`config.mk`:
```
export PLATFORM = sky130hd
export DESIGN_NAME = rsu_ctrl
export DESIGN_NICKNAME = d
export VERILOG_FILES = /design/src/hdl/rsu_pkg.sv /design/src/hdl/rsu_ctrl.sv /design/src/hdl/rsu_sync.sv /design/src/hdl/rsu_wdog.sv
export VERILOG_INCLUDE_DIRS = /design/src /design/src/hdl
export SDC_FILE = /design/constraint.sdc
export NUM_CORES = 1
export LEC_CHECK = 0
export BUFFER_PORTS_ARGS = -buffer_cell sky130_fd_sc_hd__buf_2
export CAP_MARGIN = 10
export CORE_MARGIN = 5
export CORE_UTILIZATION = 30
export CTS_BUF_LIST = sky130_fd_sc_hd__clkbuf_4
export DETAILED_ROUTE_END_ITERATION = 8
export RECOVER_POWER = 25
export SYNTH_ARGS = -nofsm -noshare
export SYNTH_HDL_FRONTEND = slang
export SYNTH_SLANG_ARGS = --single-unit
```
`constraint.sdc`:
```
create_clock -name i_clk -period 2.87 [get_ports i_clk]
set_input_delay 0.1435 -clock i_clk [delete_from_list [all_inputs] [get_ports i_clk]]
set_output_delay 0.1435 -clock i_clk [all_outputs]
set_load 0.005 [all_outputs]
```
`src/hdl/rsu_regs.svh`:
```
// register offsets, field positions, reset values and timing counts
// for the upgrade control block; included by bare name, definitions only
`ifndef RSU_REGS_SVH
`define RSU_REGS_SVH

// register byte offsets on the plain register port
`define RSU_OFF_UPD_CFG 8'h00
`define RSU_OFF_UPD_ADDR 8'h04
`define RSU_OFF_CTL_CFG 8'h08
`define RSU_OFF_CTL_ADDR 8'h0c
`define RSU_OFF_STATUS 8'h10
`define RSU_OFF_SOURCE 8'h14
`define RSU_OFF_EVT 8'h18
`define RSU_OFF_MASK 8'h1c
`define RSU_OFF_WD_COUNT 8'h20

// image setting word layout, shared by update and control registers
`define RSU_F_EARLY 0
`define RSU_F_OSC 1
`define RSU_F_WDEN 2
`define RSU_F_WDV_LO 16
`define RSU_F_WDV_HI 27
`define RSU_WDV_W 12
`define RSU_ADDR_W 24

// status word fields
`define RSU_F_STATE_HI 31
`define RSU_F_STATE_LO 30
`define RSU_F_ST_WDEN 29
`define RSU_WD_W 29
`define RSU_WD_LOW_W 17
`define RSU_WD_LOW 17'h00008
`define RSU_ST_CONFIG 2'h0
`define RSU_ST_FACTORY 2'h1
`define RSU_ST_APP 2'h2

// one-hot reconfiguration source, higher bit wins a tie
`define RSU_SRC_W 5
`define RSU_SRC_EXT 4
`define RSU_SRC_CRC 3
`define RSU_SRC_STS 2
`define RSU_SRC_WD 1
`define RSU_SRC_CORE 0

// reset values: watchdog enabled by default for application images
`define RSU_WDEN_RST 1'b1

// request hold time, clock period, cycles rounded up
`define RSU_REQ_MIN_NS 250
`define RSU_CLK_NS 100
`define RSU_REQ_CYC ((`RSU_REQ_MIN_NS + `RSU_CLK_NS - 1) / `RSU_CLK_NS)
`define RSU_REQ_CW 2

`endif

```
`src/hdl/rsu_pkg.sv`:
```
// types for the upgrade control block; its submodules do not use them
// assumes rsu_regs.svh is on the include path
`include "rsu_regs.svh"

package rsu_pkg;

    // operating mode of the device as the upgrade logic sees it
    typedef enum logic [1:0] {
        RSU_CONFIG,
        RSU_FACTORY,
        RSU_APP
    } rsu_mode_t;

    // one image setting; update and control registers use this layout
    typedef struct packed {
        logic early;
        logic osc;
        logic wden;
        logic [`RSU_WDV_W-1:0] wdv;
        logic [`RSU_ADDR_W-1:0] addr;
    } rsu_img_t;

endpackage

```
`src/hdl/rsu_ctrl.sv`:
```
// remote upgrade control with user watchdog: update, control and
// status registers, image selection on triggers and errors.
// assumes i_clk is the 10 MHz internal oscillator, fabric requests are
// on i_clk, and the two device pins are asynchronous.
// a status pin held low restarts the load each cycle
`timescale 1ns/1ns
`include "rsu_regs.svh"

module rsu_ctrl (
    input wire logic i_clk,
    input wire logic i_nrst,
    input wire logic [7:0] i_addr,
    input wire logic [31:0] i_wdata,
    input wire logic i_wr,
    input wire logic i_rd,
    output logic [31:0] o_rdata,
    input wire logic i_core_reconfig_request,
    input wire logic i_watchdog_reload_request,
    input wire logic i_external_reconfig_pin_n,
    input wire logic i_config_status_pin_n,
    input wire logic i_crc_error,
    input wire logic i_config_done,
    output logic o_reconfig_start,
    output logic o_load_app,
    output logic [23:0] o_boot_addr,
    output logic o_early_done_option,
    output logic o_osc_int_option,
    output logic [1:0] o_mode,
    output logic o_watchdog_timeout,
    output logic o_irq
);

    ////////////////////////////////////////////////////////////////////
    // state

    localparam logic [`RSU_REQ_CW-1:0] REQ_CYC = `RSU_REQ_CW'(`RSU_REQ_CYC);

    typedef struct packed {
        rsu_pkg::rsu_mode_t mode;
        logic tgt_app;
        rsu_pkg::rsu_img_t upd;
        rsu_pkg::rsu_img_t ctl;
        logic [`RSU_SRC_W-1:0] src;
        logic [`RSU_SRC_W-1:0] evt;
        logic [`RSU_SRC_W-1:0] mask;
        logic [1:0][`RSU_REQ_CW-1:0] hold;
        logic [1:0] done;
        logic ext_prev;
        logic start;
        logic wd_to;
        logic [31:0] rdata;
    } rsu_st_t;

    // all state in one record; d is the next value
    rsu_st_t q, d;

    logic [1:0] pins_s;
    logic [1:0] req;
    logic [1:0] req_fire;
    logic wd_run;
    logic wd_expire;
    logic [`RSU_WD_W-1:0] wd_init;
    logic [`RSU_WD_W-1:0] wd_count;
    logic [`RSU_SRC_W-1:0] hit;
    logic [`RSU_SRC_W-1:0] src_1h;
    logic [1:0] st_code;
    logic [31:0] status_word;
    logic [31:0] cfg_upd;
    logic [31:0] cfg_ctl;
    logic [1:0] pin_raw;
    logic ext_fall;
    logic sts_low;
    logic core_ok;

    ////////////////////////////////////////////////////////////////////
    // pin synchronisers; both pins idle high
    // bit 0 external pin, bit 1 status pin
    assign pin_raw = {i_config_status_pin_n, i_external_reconfig_pin_n};

    rsu_sync #(
        .W(2),
        .RST(2'h3)
    ) u_sync (
        .i_clk(i_clk),
        .i_nrst(i_nrst),
        .i_d(pin_raw),
        .o_q(pins_s)
    );

    ////////////////////////////////////////////////////////////////////
    // watchdog

    // the low 17 bits are fixed, so settings step by 2^17 cycles
    assign wd_init = {q.ctl.wdv, `RSU_WD_LOW};
    // runs only in application user mode and only if the image enables it
    assign wd_run = (q.mode == rsu_pkg::RSU_APP) && q.ctl.wden;

    // time follows the oscillator, which may run slow
    // outside the application the count holds the setting
    // expiry is one pulse; the trigger logic reacts to it
    rsu_wdog #(
        .W(`RSU_WD_W)
    ) u_wdog (
        .i_clk(i_clk),
        .i_nrst(i_nrst),
        .i_run(wd_run),
        .i_reload(req_fire[1]),
        .i_init(wd_init),
        .o_expire(wd_expire),
        .o_count(wd_count)
    );

    ////////////////////////////////////////////////////////////////////
    // request hold filters: a request acts once, after 250 ns held high

    // bit 0 core request, bit 1 watchdog reload
    assign req = {i_watchdog_reload_request, i_core_reconfig_request};

    // shorter pulses never act; a held request acts only once
    // counted in i_clk cycles, so it scales with the clock
    genvar gi;
    generate
        for (gi = 0; gi < 2; gi++) begin : g_req
            assign req_fire[gi] = req[gi] && !q.done[gi]
                && (q.hold[gi] == REQ_CYC - 1'b1);
        end
    endgenerate

    ////////////////////////////////////////////////////////////////////
    // trigger sources, one-hot with the higher bit winning a tie

    // edge memory resets high, so reset is no edge
    assign ext_fall = q.ext_prev && !pins_s[0];
    // a level: a stuck-low pin keeps it configuring
    assign sts_low = !pins_s[1];
    // core requests only count once an image is running
    assign core_ok = req_fire[0] && (q.mode != rsu_pkg::RSU_CONFIG);

    always_comb begin
        hit = '0;
        hit[`RSU_SRC_EXT] = ext_fall;
        hit[`RSU_SRC_CRC] = i_crc_error;
        hit[`RSU_SRC_STS] = sts_low;
        hit[`RSU_SRC_WD] = wd_expire;
        hit[`RSU_SRC_CORE] = core_ok;
        // fixed priority keeps the cause one-hot
        src_1h = '0;
        if (hit[`RSU_SRC_EXT]) begin
            src_1h[`RSU_SRC_EXT] = 1'b1;
        end else if (hit[`RSU_SRC_CRC]) begin
            src_1h[`RSU_SRC_CRC] = 1'b1;
        end else if (hit[`RSU_SRC_STS]) begin
            src_1h[`RSU_SRC_STS] = 1'b1;
        end else if (hit[`RSU_SRC_WD]) begin
            src_1h[`RSU_SRC_WD] = 1'b1;
        end else if (hit[`RSU_SRC_CORE]) begin
            src_1h[`RSU_SRC_CORE] = 1'b1;
        end
    end

    ////////////////////////////////////////////////////////////////////
    // register read views

    always_comb begin
        // the setting is shown; the live count has its own view
        unique case (q.mode)
            rsu_pkg::RSU_FACTORY: st_code = `RSU_ST_FACTORY;
            rsu_pkg::RSU_APP: st_code = `RSU_ST_APP;
            default: st_code = `RSU_ST_CONFIG;
        endcase
        status_word = '0;
        status_word[`RSU_F_STATE_HI:`RSU_F_STATE_LO] = st_code;
        if (q.mode == rsu_pkg::RSU_APP) begin
            status_word[`RSU_F_ST_WDEN] = q.ctl.wden;
            status_word[`RSU_WD_W-1:0] = wd_init;
        end else begin
            status_word[`RSU_ADDR_W-1:0] = q.ctl.addr;
        end
    end

    // the same packing serves both registers
    // fields outside the layout read as zero
    always_comb begin
        cfg_upd = '0;
        cfg_upd[`RSU_F_EARLY] = q.upd.early;
        cfg_upd[`RSU_F_OSC] = q.upd.osc;
        cfg_upd[`RSU_F_WDEN] = q.upd.wden;
        cfg_upd[`RSU_F_WDV_HI:`RSU_F_WDV_LO] = q.upd.wdv;
        cfg_ctl = '0;
        cfg_ctl[`RSU_F_EARLY] = q.ctl.early;
        cfg_ctl[`RSU_F_OSC] = q.ctl.osc;
        cfg_ctl[`RSU_F_WDEN] = q.ctl.wden;
        cfg_ctl[`RSU_F_WDV_HI:`RSU_F_WDV_LO] = q.ctl.wdv;
    end

    ////////////////////////////////////////////////////////////////////
    // next state

    always_comb begin
        d = q;
        // pulses end unless this cycle raises them again
        d.start = 1'b0;
        d.wd_to = wd_expire;
        // edge memory for the external pin
        d.ext_prev = pins_s[0];
        d.rdata = '0;

        // hold counters saturate one below the filter length
        // a low cycle clears the count and rearms it
        for (int i = 0; i < 2; i++) begin
            if (!req[i]) begin
                d.hold[i] = '0;
                d.done[i] = 1'b0;
            end else if (q.hold[i] != REQ_CYC - 1'b1) begin
                d.hold[i] = q.hold[i] + 1'b1;
            end
            if (req_fire[i]) begin
                d.done[i] = 1'b1;
            end
        end

        // software writes; the update register only in factory mode
        if (i_wr) begin
            unique case (i_addr)
                `RSU_OFF_UPD_CFG: begin
                    if (q.mode == rsu_pkg::RSU_FACTORY) begin
                        d.upd.early = i_wdata[`RSU_F_EARLY];
                        d.upd.osc = i_wdata[`RSU_F_OSC];
                        d.upd.wden = i_wdata[`RSU_F_WDEN];
                        d.upd.wdv = i_wdata[`RSU_F_WDV_HI:`RSU_F_WDV_LO];
                    end
                end
                `RSU_OFF_UPD_ADDR: begin
                    if (q.mode == rsu_pkg::RSU_FACTORY) begin
                        d.upd.addr = i_wdata[`RSU_ADDR_W-1:0];
                    end
                end
                `RSU_OFF_EVT: d.evt = q.evt & ~i_wdata[`RSU_SRC_W-1:0];
                `RSU_OFF_MASK: d.mask = i_wdata[`RSU_SRC_W-1:0];
                // read-only views ignore writes
                default: ;
            endcase
        end

        // new events win over a clear in the same cycle
        // so an event landing on a clear is kept
        d.evt = d.evt | hit;

        // trigger handling; only this path writes the control register
        // an error while configuring restarts the factory load
        if (src_1h != '0) begin
            d.mode = rsu_pkg::RSU_CONFIG;
            d.start = 1'b1;
            // error monitor records the cause before the reload
            d.src = src_1h;
            if (src_1h[`RSU_SRC_CORE] && q.mode == rsu_pkg::RSU_FACTORY) begin
                d.ctl = q.upd;
                d.tgt_app = 1'b1;
            end else if (src_1h[`RSU_SRC_CORE]) begin
                // from an application, core requests fall back to factory
                d.tgt_app = 1'b0;
            end else begin
                // errors clear control: factory image next
                d.ctl = '0;
                d.tgt_app = 1'b0;
            end
        end else if (q.mode == rsu_pkg::RSU_CONFIG && i_config_done) begin
            // user mode is entered only when the engine says so
            d.mode = q.tgt_app ? rsu_pkg::RSU_APP : rsu_pkg::RSU_FACTORY;
        end

        // read data appear in the cycle after the strobe
        // unmapped addresses read as zero
        if (i_rd) begin
            unique case (i_addr)
                `RSU_OFF_UPD_CFG: d.rdata = cfg_upd;
                `RSU_OFF_UPD_ADDR: d.rdata = 32'(q.upd.addr);
                `RSU_OFF_CTL_CFG: d.rdata = cfg_ctl;
                `RSU_OFF_CTL_ADDR: d.rdata = 32'(q.ctl.addr);
                `RSU_OFF_STATUS: d.rdata = status_word;
                `RSU_OFF_SOURCE: d.rdata = 32'(q.src);
                `RSU_OFF_EVT: d.rdata = 32'(q.evt);
                `RSU_OFF_MASK: d.rdata = 32'(q.mask);
                `RSU_OFF_WD_COUNT: d.rdata = 32'(wd_count);
                default: d.rdata = '0;
            endcase
        end
    end

    ////////////////////////////////////////////////////////////////////
    // registers; after reset the factory image is being loaded
    // the engine ends that load with i_config_done

    always_ff @(posedge i_clk) begin
        if (!i_nrst) begin
            q <= '0;
            q.mode <= rsu_pkg::RSU_CONFIG;
            q.upd.wden <= `RSU_WDEN_RST;
            q.ctl.wden <= `RSU_WDEN_RST;
            q.ext_prev <= 1'b1;
        end else begin
            q <= d;
        end
    end

    ////////////////////////////////////////////////////////////////////
    // outputs

    // mode code and irq are one gate after the flip-flops
    assign o_rdata = q.rdata;
    assign o_reconfig_start = q.start;
    // stands until the next trigger
    assign o_load_app = q.tgt_app;
    assign o_boot_addr = q.ctl.addr;
    assign o_early_done_option = q.ctl.early;
    assign o_osc_int_option = q.ctl.osc;
    assign o_mode = st_code;
    assign o_watchdog_timeout = q.wd_to;
    // level interrupt while any unmasked sticky event is set
    assign o_irq = |(q.evt & q.mask);

endmodule

```
`src/hdl/rsu_sync.sv`:
```
// two-flop synchroniser for pin inputs
// assumes inputs are asynchronous to i_clk; reset value is a parameter
`timescale 1ns/1ns

module rsu_sync #(
    parameter int W = 2,
    parameter logic [W-1:0] RST = '1
) (
    input wire logic i_clk,
    input wire logic i_nrst,
    input wire logic [W-1:0] i_d,
    output logic [W-1:0] o_q
);

    typedef struct packed {
        logic [W-1:0] s1;
        logic [W-1:0] s2;
    } rsu_sync_st_t;

    rsu_sync_st_t q, d;

    // the first stage feeds only the second stage
    always_comb begin
        d = q;
        d.s1 = i_d;
        d.s2 = q.s1;
    end

    always_ff @(posedge i_clk) begin
        if (!i_nrst) begin
            q <= {RST, RST};
        end else begin
            q <= d;
        end
    end

    assign o_q = q.s2;

endmodule

```
`src/hdl/rsu_wdog.sv`:
```
// user watchdog down-counter
// assumes i_run drops as soon as the device leaves application mode
`timescale 1ns/1ns

module rsu_wdog #(
    parameter int W = 29
) (
    input wire logic i_clk,
    input wire logic i_nrst,
    input wire logic i_run,
    input wire logic i_reload,
    input wire logic [W-1:0] i_init,
    output logic o_expire,
    output logic [W-1:0] o_count
);

    typedef struct packed {
        logic [W-1:0] cnt;
        logic fired;
        logic expire;
    } rsu_wd_st_t;

    rsu_wd_st_t q, d;

    // counts only while running; stopped it keeps the initial value loaded
    always_comb begin
        d = q;
        d.expire = 1'b0;
        if (!i_run) begin
            d.cnt = i_init;
            d.fired = 1'b0;
        end else if (i_reload) begin
            d.cnt = i_init;
            d.fired = 1'b0;
        end else if (q.cnt == '0) begin
            // one pulse per expiry, the owner reconfigures on it
            d.expire = !q.fired;
            d.fired = 1'b1;
        end else begin
            d.cnt = q.cnt - 1'b1;
        end
    end

    always_ff @(posedge i_clk) begin
        if (!i_nrst) begin
            q <= '0;
        end else begin
            q <= d;
        end
    end

    assign o_expire = q.expire;
    assign o_count = q.cnt;

endmodule

```
==> flow_summary.yaml, run 1 <==
floorplanning:
  coreArea_mm2: 0.02511
  chipWidth_um: 169.6
  dieArea_mm2: 0.02877
  die_height_um: 169.6
  initial_core_utilization: 0.3044
  ioPinCount: 114
  placementRows: 58
yosys:
  syn_avg_cell_area_um2: 8.529
  share_of_synthesized_cell_area_in_full_adder_half_adder_and_majority_cells: 0.004912
  synth_xor_area_frac: 0.01948
  netlist_area_mm2: 0.007642
  post_synthesis_instance_total: 896
  synth_nets: 949
  synth_largest_area_cell: "dfxtp_1"
  synth_cell_type_count: 62
  yosys_warnings: 0
  ys_dominant_reg_cell: "dfxtp_1"
  synth_largest_type_area_fraction: 0.4506
  synth.mux.area_fraction: 0.02308
  synth-seq-cells: 172
  largest_family_of_logic_cells_by_synthesized_area: "simple AND/OR/NAND/NOR gates"
  synth_compound_area_frac: 0.1807
  leading_cell_type_by_number_of_instances_after_synthesis: "nand2_1"
  synth_sequential_area_ratio: 0.4506
  synth_edf_count: 0
  post_synth_and_or_nand_nor_area_fraction: 0.2361
  ys_async_sr_fraction: 0
  synthTopCellsByArea: "dfxtp_1, nand2_1, buf_4"
  synth.cells.most_frequent: "nand2_1, dfxtp_1, a21oi_1"
timing:
  hold-worst-slack_ns: 0.07315
  final-setup-viol-count: 0
  slew_violations: 0
  final.setup.tns_ns: 0
  fin_ws_ns: 0.5278
  max_freq_ghz: 0.4270
  timing_worst_slew_pin_value_ns: 1.283
  slew_headroom: 0.1450
  fin_crit_sh: 0.8161
  hold_viol_final: 0
  min_period_ns: 2.342
  setup_repair_after_global_routing_missed_its_margin: "no"
  worst_clock_skew_ns: 0.02035
cts:
  cts-root-buf: "clkbuf_4"
  cts-resized-gates: 0
  cts_num_sinks: 172
  cts_hold_buffers: 36
  clk_pin_slew_ns: 0.15
  cts_tree: "built"
  ctsLongestPathBuffers: 2
  clk-insertion-delay-late_ns: 0.58
  htree_levels: 4
  inserted_clock_buffers: 17
  postCtsSetupRepairBufs: 0
grt:
  globalRoute.totalOverflow: 0
  grt_total_usage: 0.1559
  number_of_antenna_violations_at_the_first_check_in_global_routing: 1
  largest_net_degree_at_the_start_of_global_routing: 44
  wire_length_of_the_first_global_routing_pass_mm: 35.95
  grt_pass1_vias: 6515
placed_design:
  placement.io_buffers: 109
  gp_routability_congestion: 0.8225
  place.detailed.hpwl_mm: 15.66
  dpl_worst_slack_ns: 0.5483
worst_setup_path:
  critical_path_class: "in2reg"
  cp-start-kind: "input port"
  worst_setup_path_end_kind: "flip-flop"
  worstPathMaxFanout: 43
  arrival_ns: 2.84
  critical_path_required_ns: 3.37
power:
  static-leakage-power_nw: 3.098
  share_seq_of_total_power: 0.579
  power_frac_clock: 0.364
  internal_power_w: 0.003145
  ir_drop_uv: 260.6
  switching_share_of_total_power: 0.2452
  switching_power_w: 0.001021
  pwr-share-comb: 0.057
  pwr_density_cell_mw_per_mm2: 471.5
detailed_routing:
  drt_first_pass_iters: 5
  antenna_left: 0
  postRouteWirelength_mm: 22.24
  wire_per_inst_um: 16.78
  drc: 0
  drt-initial-drc-count: 724
  post_drt_via_cell_ratio: 4.962
  via_count: 6575
min_path:
  worst_hold_path_class: "in2reg"
final_layout:
  layout_cell_share_with_drive_strength_beyond_1: 0.1771
  syn2layout_area_growth_pct: 15.64
  finish.net_count: 1034
run:
  max_cap_violations: 0
status:
  outcome: "finished clean"
power groups by stage:
stage                     logic (W)  registers (W)  clock network (W)
after floorplan            0.000114        0.00246                  0
after global placement     0.000197        0.00247                  0
after detailed placement   0.000200        0.00247                  0
after CTS                  0.000240        0.00241            0.00156
after global routing       0.000262        0.00242            0.00164
final                      0.000238        0.00241            0.00151
kinds of logic after synthesis:
kind of cell / count (synthesis)
compound gates: 199
mux: 17
fa+ha+maj: 3
flops: 172
simple gates: 374
xor+xnor: 17
buf+inv: 114
stage by stage:
stage | total power, W | instances | area, µm² | utilization
after floorplan | 0.002576 | 896 | 7642 | -
after global placement | 0.002662 | 1256 | 8203 | 0.3267
after detailed placement | 0.002665 | 1256 | 8203 | 0.3267
after CTS | 0.004216 | 1324 | 8874 | 0.3534
after global routing | 0.004323 | 1325 | 8837 | 0.3520
final | 0.004166 | 1325 | 8837 | 0.3520
cell usage in the layout, fill, tap and decap left out, types with 5 or more instances in the layout:
cell | synthesis | final
clkbuf_4 | 0 | 19
and2_1 | 7 | 7
a21boi_1 | 40 | 39
nor3_1 | 10 | 10
a22o_1 | 5 | 5
xor2_1 | 5 | 5
or3_1 | 7 | 7
a31oi_1 | 12 | 12
nor3_2 | 5 | 5
nor2b_1 | 12 | 12
o21ai_1 | 11 | 11
a222oi_1 | 17 | 17
dfxtp_1 | 172 | 172
and3_1 | 6 | 6
mux2_2 | 5 | 5
a21oi_1 | 60 | 60
nand2_1 | 214 | 214
nand3_1 | 11 | 11
nand2b_1 | 11 | 11
buf_4 | 56 | 27
xnor2_1 | 12 | 12
inv_1 | 6 | 6
a22oi_1 | 15 | 15
nor2_1 | 59 | 59
clkbuf_1 | 45 | 29
buf_2 | 4 | 81
mux2i_1 | 12 | 12
a221oi_1 | 9 | 9
dlygate4sd3_1 | 0 | 36
o21ai_0 | 8 | 8
critical path, cell delays in order:
cell and delay, ns:
dlygate4sd3_1 0.51, buf_2 0.20, clkbuf_1 0.96, nand4_1 0.17
buf_4 0.37, nor2_1 0.31, nand2_1 0.09, o31ai_1 0.06
routing by layer:
metal,share of wire,global-route usage,vias to the layer above
li1,-,-,3234
met1,0.47,0.2106,3123
met2,0.46,0.2510,183
met3,0.061,0.03378,35
met4,0.017,0.04550,0
met5,0,0,-
flip-flops by register name (all words and copies together), names as in the netlist:
signal               count
q                       48
o_rdata                 32
u_wdog.o_count          29
o_boot_addr             24
cfg_upd                 15
cfg_ctl                 13
u_sync.d                 2
u_sync.o_q               2
o_early_done_option      1
o_load_app               1
o_osc_int_option         1
o_reconfig_start         1
o_watchdog_timeout       1
u_wdog.o_expire          1
u_wdog.q                 1
final timing paths:
check	cells past startpoint	to	from	slack, ns
min	4	o_rdata[26]	i_rd	0.07
max	8	q[53]	i_nrst	0.53
min reg2reg	1	u_sync.o_q[0]	u_sync.d[0]	0.42
max reg2reg	5	u_wdog.o_count[6]	u_wdog.o_count[19]	0.53
area by class of cell:
class | count | area [µm²]
Fill cell | 2696 | 16270
Multi-Input combinational cell | 610 | 3565
Inverter | 7 | 26.28
Antenna cell | 1 | 2.502
Clock inverter | 13 | 167.7
Clock buffer | 19 | 142.6
Timing Repair Buffer | 173 | 1077
Sequential cell | 172 | 3443
Tap cell | 330 | 412.9
Power figures use the tool's default switching activity.
==> run 2, diff against run 1 <==
Settings changed: ABC_AREA set to 1.
Clock period 2.87 ns to 2.4 ns, I/O delays scaled along.
==> run 2 against run 1 <==
Design area up 1.6%. First-iteration DRC count down 28%. Count of clock-buffer cells in the layout down 2. Sequential cell count unchanged. Synthesized cell count up 20%. Power up 19%. Non-clock buffer count down 6. Clock power up 16%. Sequential power up 20%. Largest cell class is now flip-flops and latches.
==> flow_summary.yaml, run 2 <==
detailed_routing:
  drc: 0
  wire_per_inst_um: 14.78
  post_drt_via_cell_ratio: 4.726
  top_layer_used: "met4"
  drt-initial-drc-count: 523
  via_count: 7170
  postRouteWirelength_mm: 22.42
  dr_wl_met3_mm: 1.139
  wl_met1_mm: 10.42
  routed-wl-met2_mm: 10.49
  drt_first_pass_iters: 5
  antenna_left: 0
placed_design:
  place.detailed.hpwl_mm: 16.53
  placement.io_buffers: 109
  place.detailed.instances: 1445
  gp_routability_congestion: 0.9397
floorplanning:
  chipWidth_um: 171.6
  die_height_um: 171.6
  dieArea_mm2: 0.02945
  initial_core_utilization: 0.3024
  placementRows: 59
  coreArea_mm2: 0.02591
  ioPinCount: 114
worst_setup_path:
  reg2reg_to: "u_wdog.o_expire"
  critical_path_required_ns: 2.87
  cp-start-kind: "flip-flop"
  worst_setup_path_end_kind: "flip-flop"
  critical_path_class: "reg2reg"
  arrival_ns: 2.52
  crit-reg2reg-launch: "q[39]"
  reg2regPathDepth: 7
  worstPathMaxFanout: 18
  dominant_cell_type_by_count_on_the_critical_path: "nand3_1"
  crit_path_max_incr_delay_ns: 0.39
  critPathSlowestCell: "nand2_1"
  setup.reg_to_reg.worst_slack_ns: 0.35
  timing.critical_path.cells: "inv_1, ha_1, nand3_1, nand3_1, inv_2, nand2_1, nor4_1"
min_path:
  hold_path_end: "o_rdata[26]"
  hp-start: "i_addr[2]"
  worstHoldPathCells: 4
  worst_hold_path_class: "in2reg"
final_layout:
  mostFrequentLayoutCell: "nand2_1"
  antenna_cells_inserted: 0
  stdcell_count: 1517
  syn2layout_area_growth_pct: 14.58
  fillers: 2803
  largest_register_ffs: 48
  layout.cells.most_common_list: "nand2_1, dfxtp_1, nor2_1"
  max_flop_register: "q"
  finish.net_count: 1222
  layout_cell_share_with_drive_strength_beyond_1: 0.1404
cts:
  htree_levels: 4
  postCtsSetupRepairBufs: 0
  cts-resized-gates: 0
  cts_num_sinks: 172
  ctsLongestPathBuffers: 2
  inserted_clock_buffers: 17
  clk_pin_slew_ns: 0.16
  cts_tree: "built"
  clk-insertion-delay-late_ns: 0.58
  cts-root-buf: "clkbuf_4"
  cts_hold_buffers: 40
timing:
  slew_violations: 0
  final.setup.tns_ns: 0
  setup_repair_after_global_routing_missed_its_margin: "no"
  fin_crit_sh: 0.8559
  min_period_ns: 2.054
  slew_headroom: 0.3640
  timing_worst_slew_pin_value_ns: 0.9540
  max_freq_ghz: 0.4868
  worst_clock_skew_ns: 0.03213
  hold_viol_final: 0
  final-setup-viol-count: 0
power:
  power_frac_clock: 0.353
  switching_power_w: 0.001374
  pwr_density_cell_mw_per_mm2: 550.9
  ir_drop_uv: 273.7
  pwr-share-comb: 0.063
  switching_share_of_total_power: 0.2778
  share_seq_of_total_power: 0.583
  static-leakage-power_nw: 3.617
  internal_power_w: 0.003572
yosys:
  leading_cell_type_by_number_of_instances_after_synthesis: "nand2_1"
  synth_nets: 1132
  ys_async_sr_fraction: 0
  synth_largest_type_area_fraction: 0.4394
  post_synthesis_instance_total: 1079
  synthTopCellsByArea: "dfxtp_1, nand2_1, nand3_1"
  synth-seq-cells: 172
  synth_sequential_area_ratio: 0.4394
  synth_edf_count: 0
  synth_largest_area_cell: "dfxtp_1"
  synth_cell_type_count: 41
  syn_avg_cell_area_um2: 7.263
  synth.cells.most_frequent: "nand2_1, dfxtp_1, nor2_1"
  yosys_warnings: 0
  ys_dominant_reg_cell: "dfxtp_1"
  netlist_area_mm2: 0.007836
run:
  max_cap_violations: 0
grt:
  wire_length_of_the_first_global_routing_pass_mm: 35.71
  grt_total_usage: 0.1528
  globalRoute.totalOverflow: 0
  largest_net_degree_at_the_start_of_global_routing: 60
  grt_pass1_vias: 6816
  number_of_antenna_violations_at_the_first_check_in_global_routing: 0
status:
  outcome: "finished clean"
==> run 2: changes by cell type after synthesis, sizes merged, moves of 15 or more <==
cell	previous run	this run
clkbuf	45	19
buf	62	77
a21boi	42	0
a21oi	61	96
nor2	59	130
nand2	214	181
nand3	11	106
inv	7	123
a222oi	17	0
o21ai	19	104
==> run 2: cell type report <==
class,count,area (µm²),area share
repair buffers,167,1054,0.1173
multi-input cells,687,3303,0.3679
flip-flops and latches,172,3443,0.3835
inverters,124,465.4,0.05184
clock inverters,15,166.4,0.01853
well taps,335,419.2,0.04668
clock buffers,17,127.6,0.01421
==> run 2: kinds of logic after synthesis <==
group,synth area share
XOR/XNOR,0.01118
AO/OA/AOI/OAI,0.1547
adder cells (fa/ha/maj),0.004791
buffers and inverters,0.1387
flip-flops,0.4394
AND/OR/NAND/NOR,0.2512
==> run 2: critical path: cells and delay by family (launching register included) <==
kind | cells | cell delay, ns
adder cells (fa/ha/maj) | 1 | 0.22
buffers and inverters | 2 | 0.26
flip-flops | 1 | 0.36
AND/OR/NAND/NOR | 4 | 1.10
==> run 2: routing by layer <==
layer,up-vias,global-route usage
met5,-,0
met4,0,0.03858
met3,26,0.03149
met2,173,0.2482
met1,3317,0.2080
li1,3654,-
==> run 2: how the worst max path moves through the flow <==
stage,start,end
after global placement,q[39],u_wdog.o_expire
after detailed placement,q[39],u_wdog.o_expire
after floorplan,u_wdog.o_count[0],u_wdog.o_count[12]
final,q[39],u_wdog.o_expire
after global routing,q[39],u_wdog.o_expire
after CTS,q[39],u_wdog.o_expire
==> run 2: metrics by stage <==
step	total power [W]	setup WS (ns)	area, µm²	hold WS [ns]	utilization
detailed placement	0.003214	0.3492	8327	0.3085	0.3214
floorplan	0.003099	0.7776	7836	0.2266	-
global route	0.005164	0.08683	8979	0.004562	0.3465
global placement	0.003211	0.4286	8327	0.3075	0.3214
CTS	0.005003	0.2830	9021	0.02839	0.3482
finish	0.004946	0.3458	8979	0.04785	0.3465
==> run 2: power groups by stage <==
stage / combinational [W] / clock [W] / sequential, W
floorplan: 0.000155 / 0 / 0.00294
global placement: 0.000265 / 0 / 0.00295
detailed placement: 0.000267 / 0 / 0.00295
CTS: 0.000315 / 0.00180 / 0.00289
global route: 0.000351 / 0.00192 / 0.00289
finish: 0.000313 / 0.00175 / 0.00289
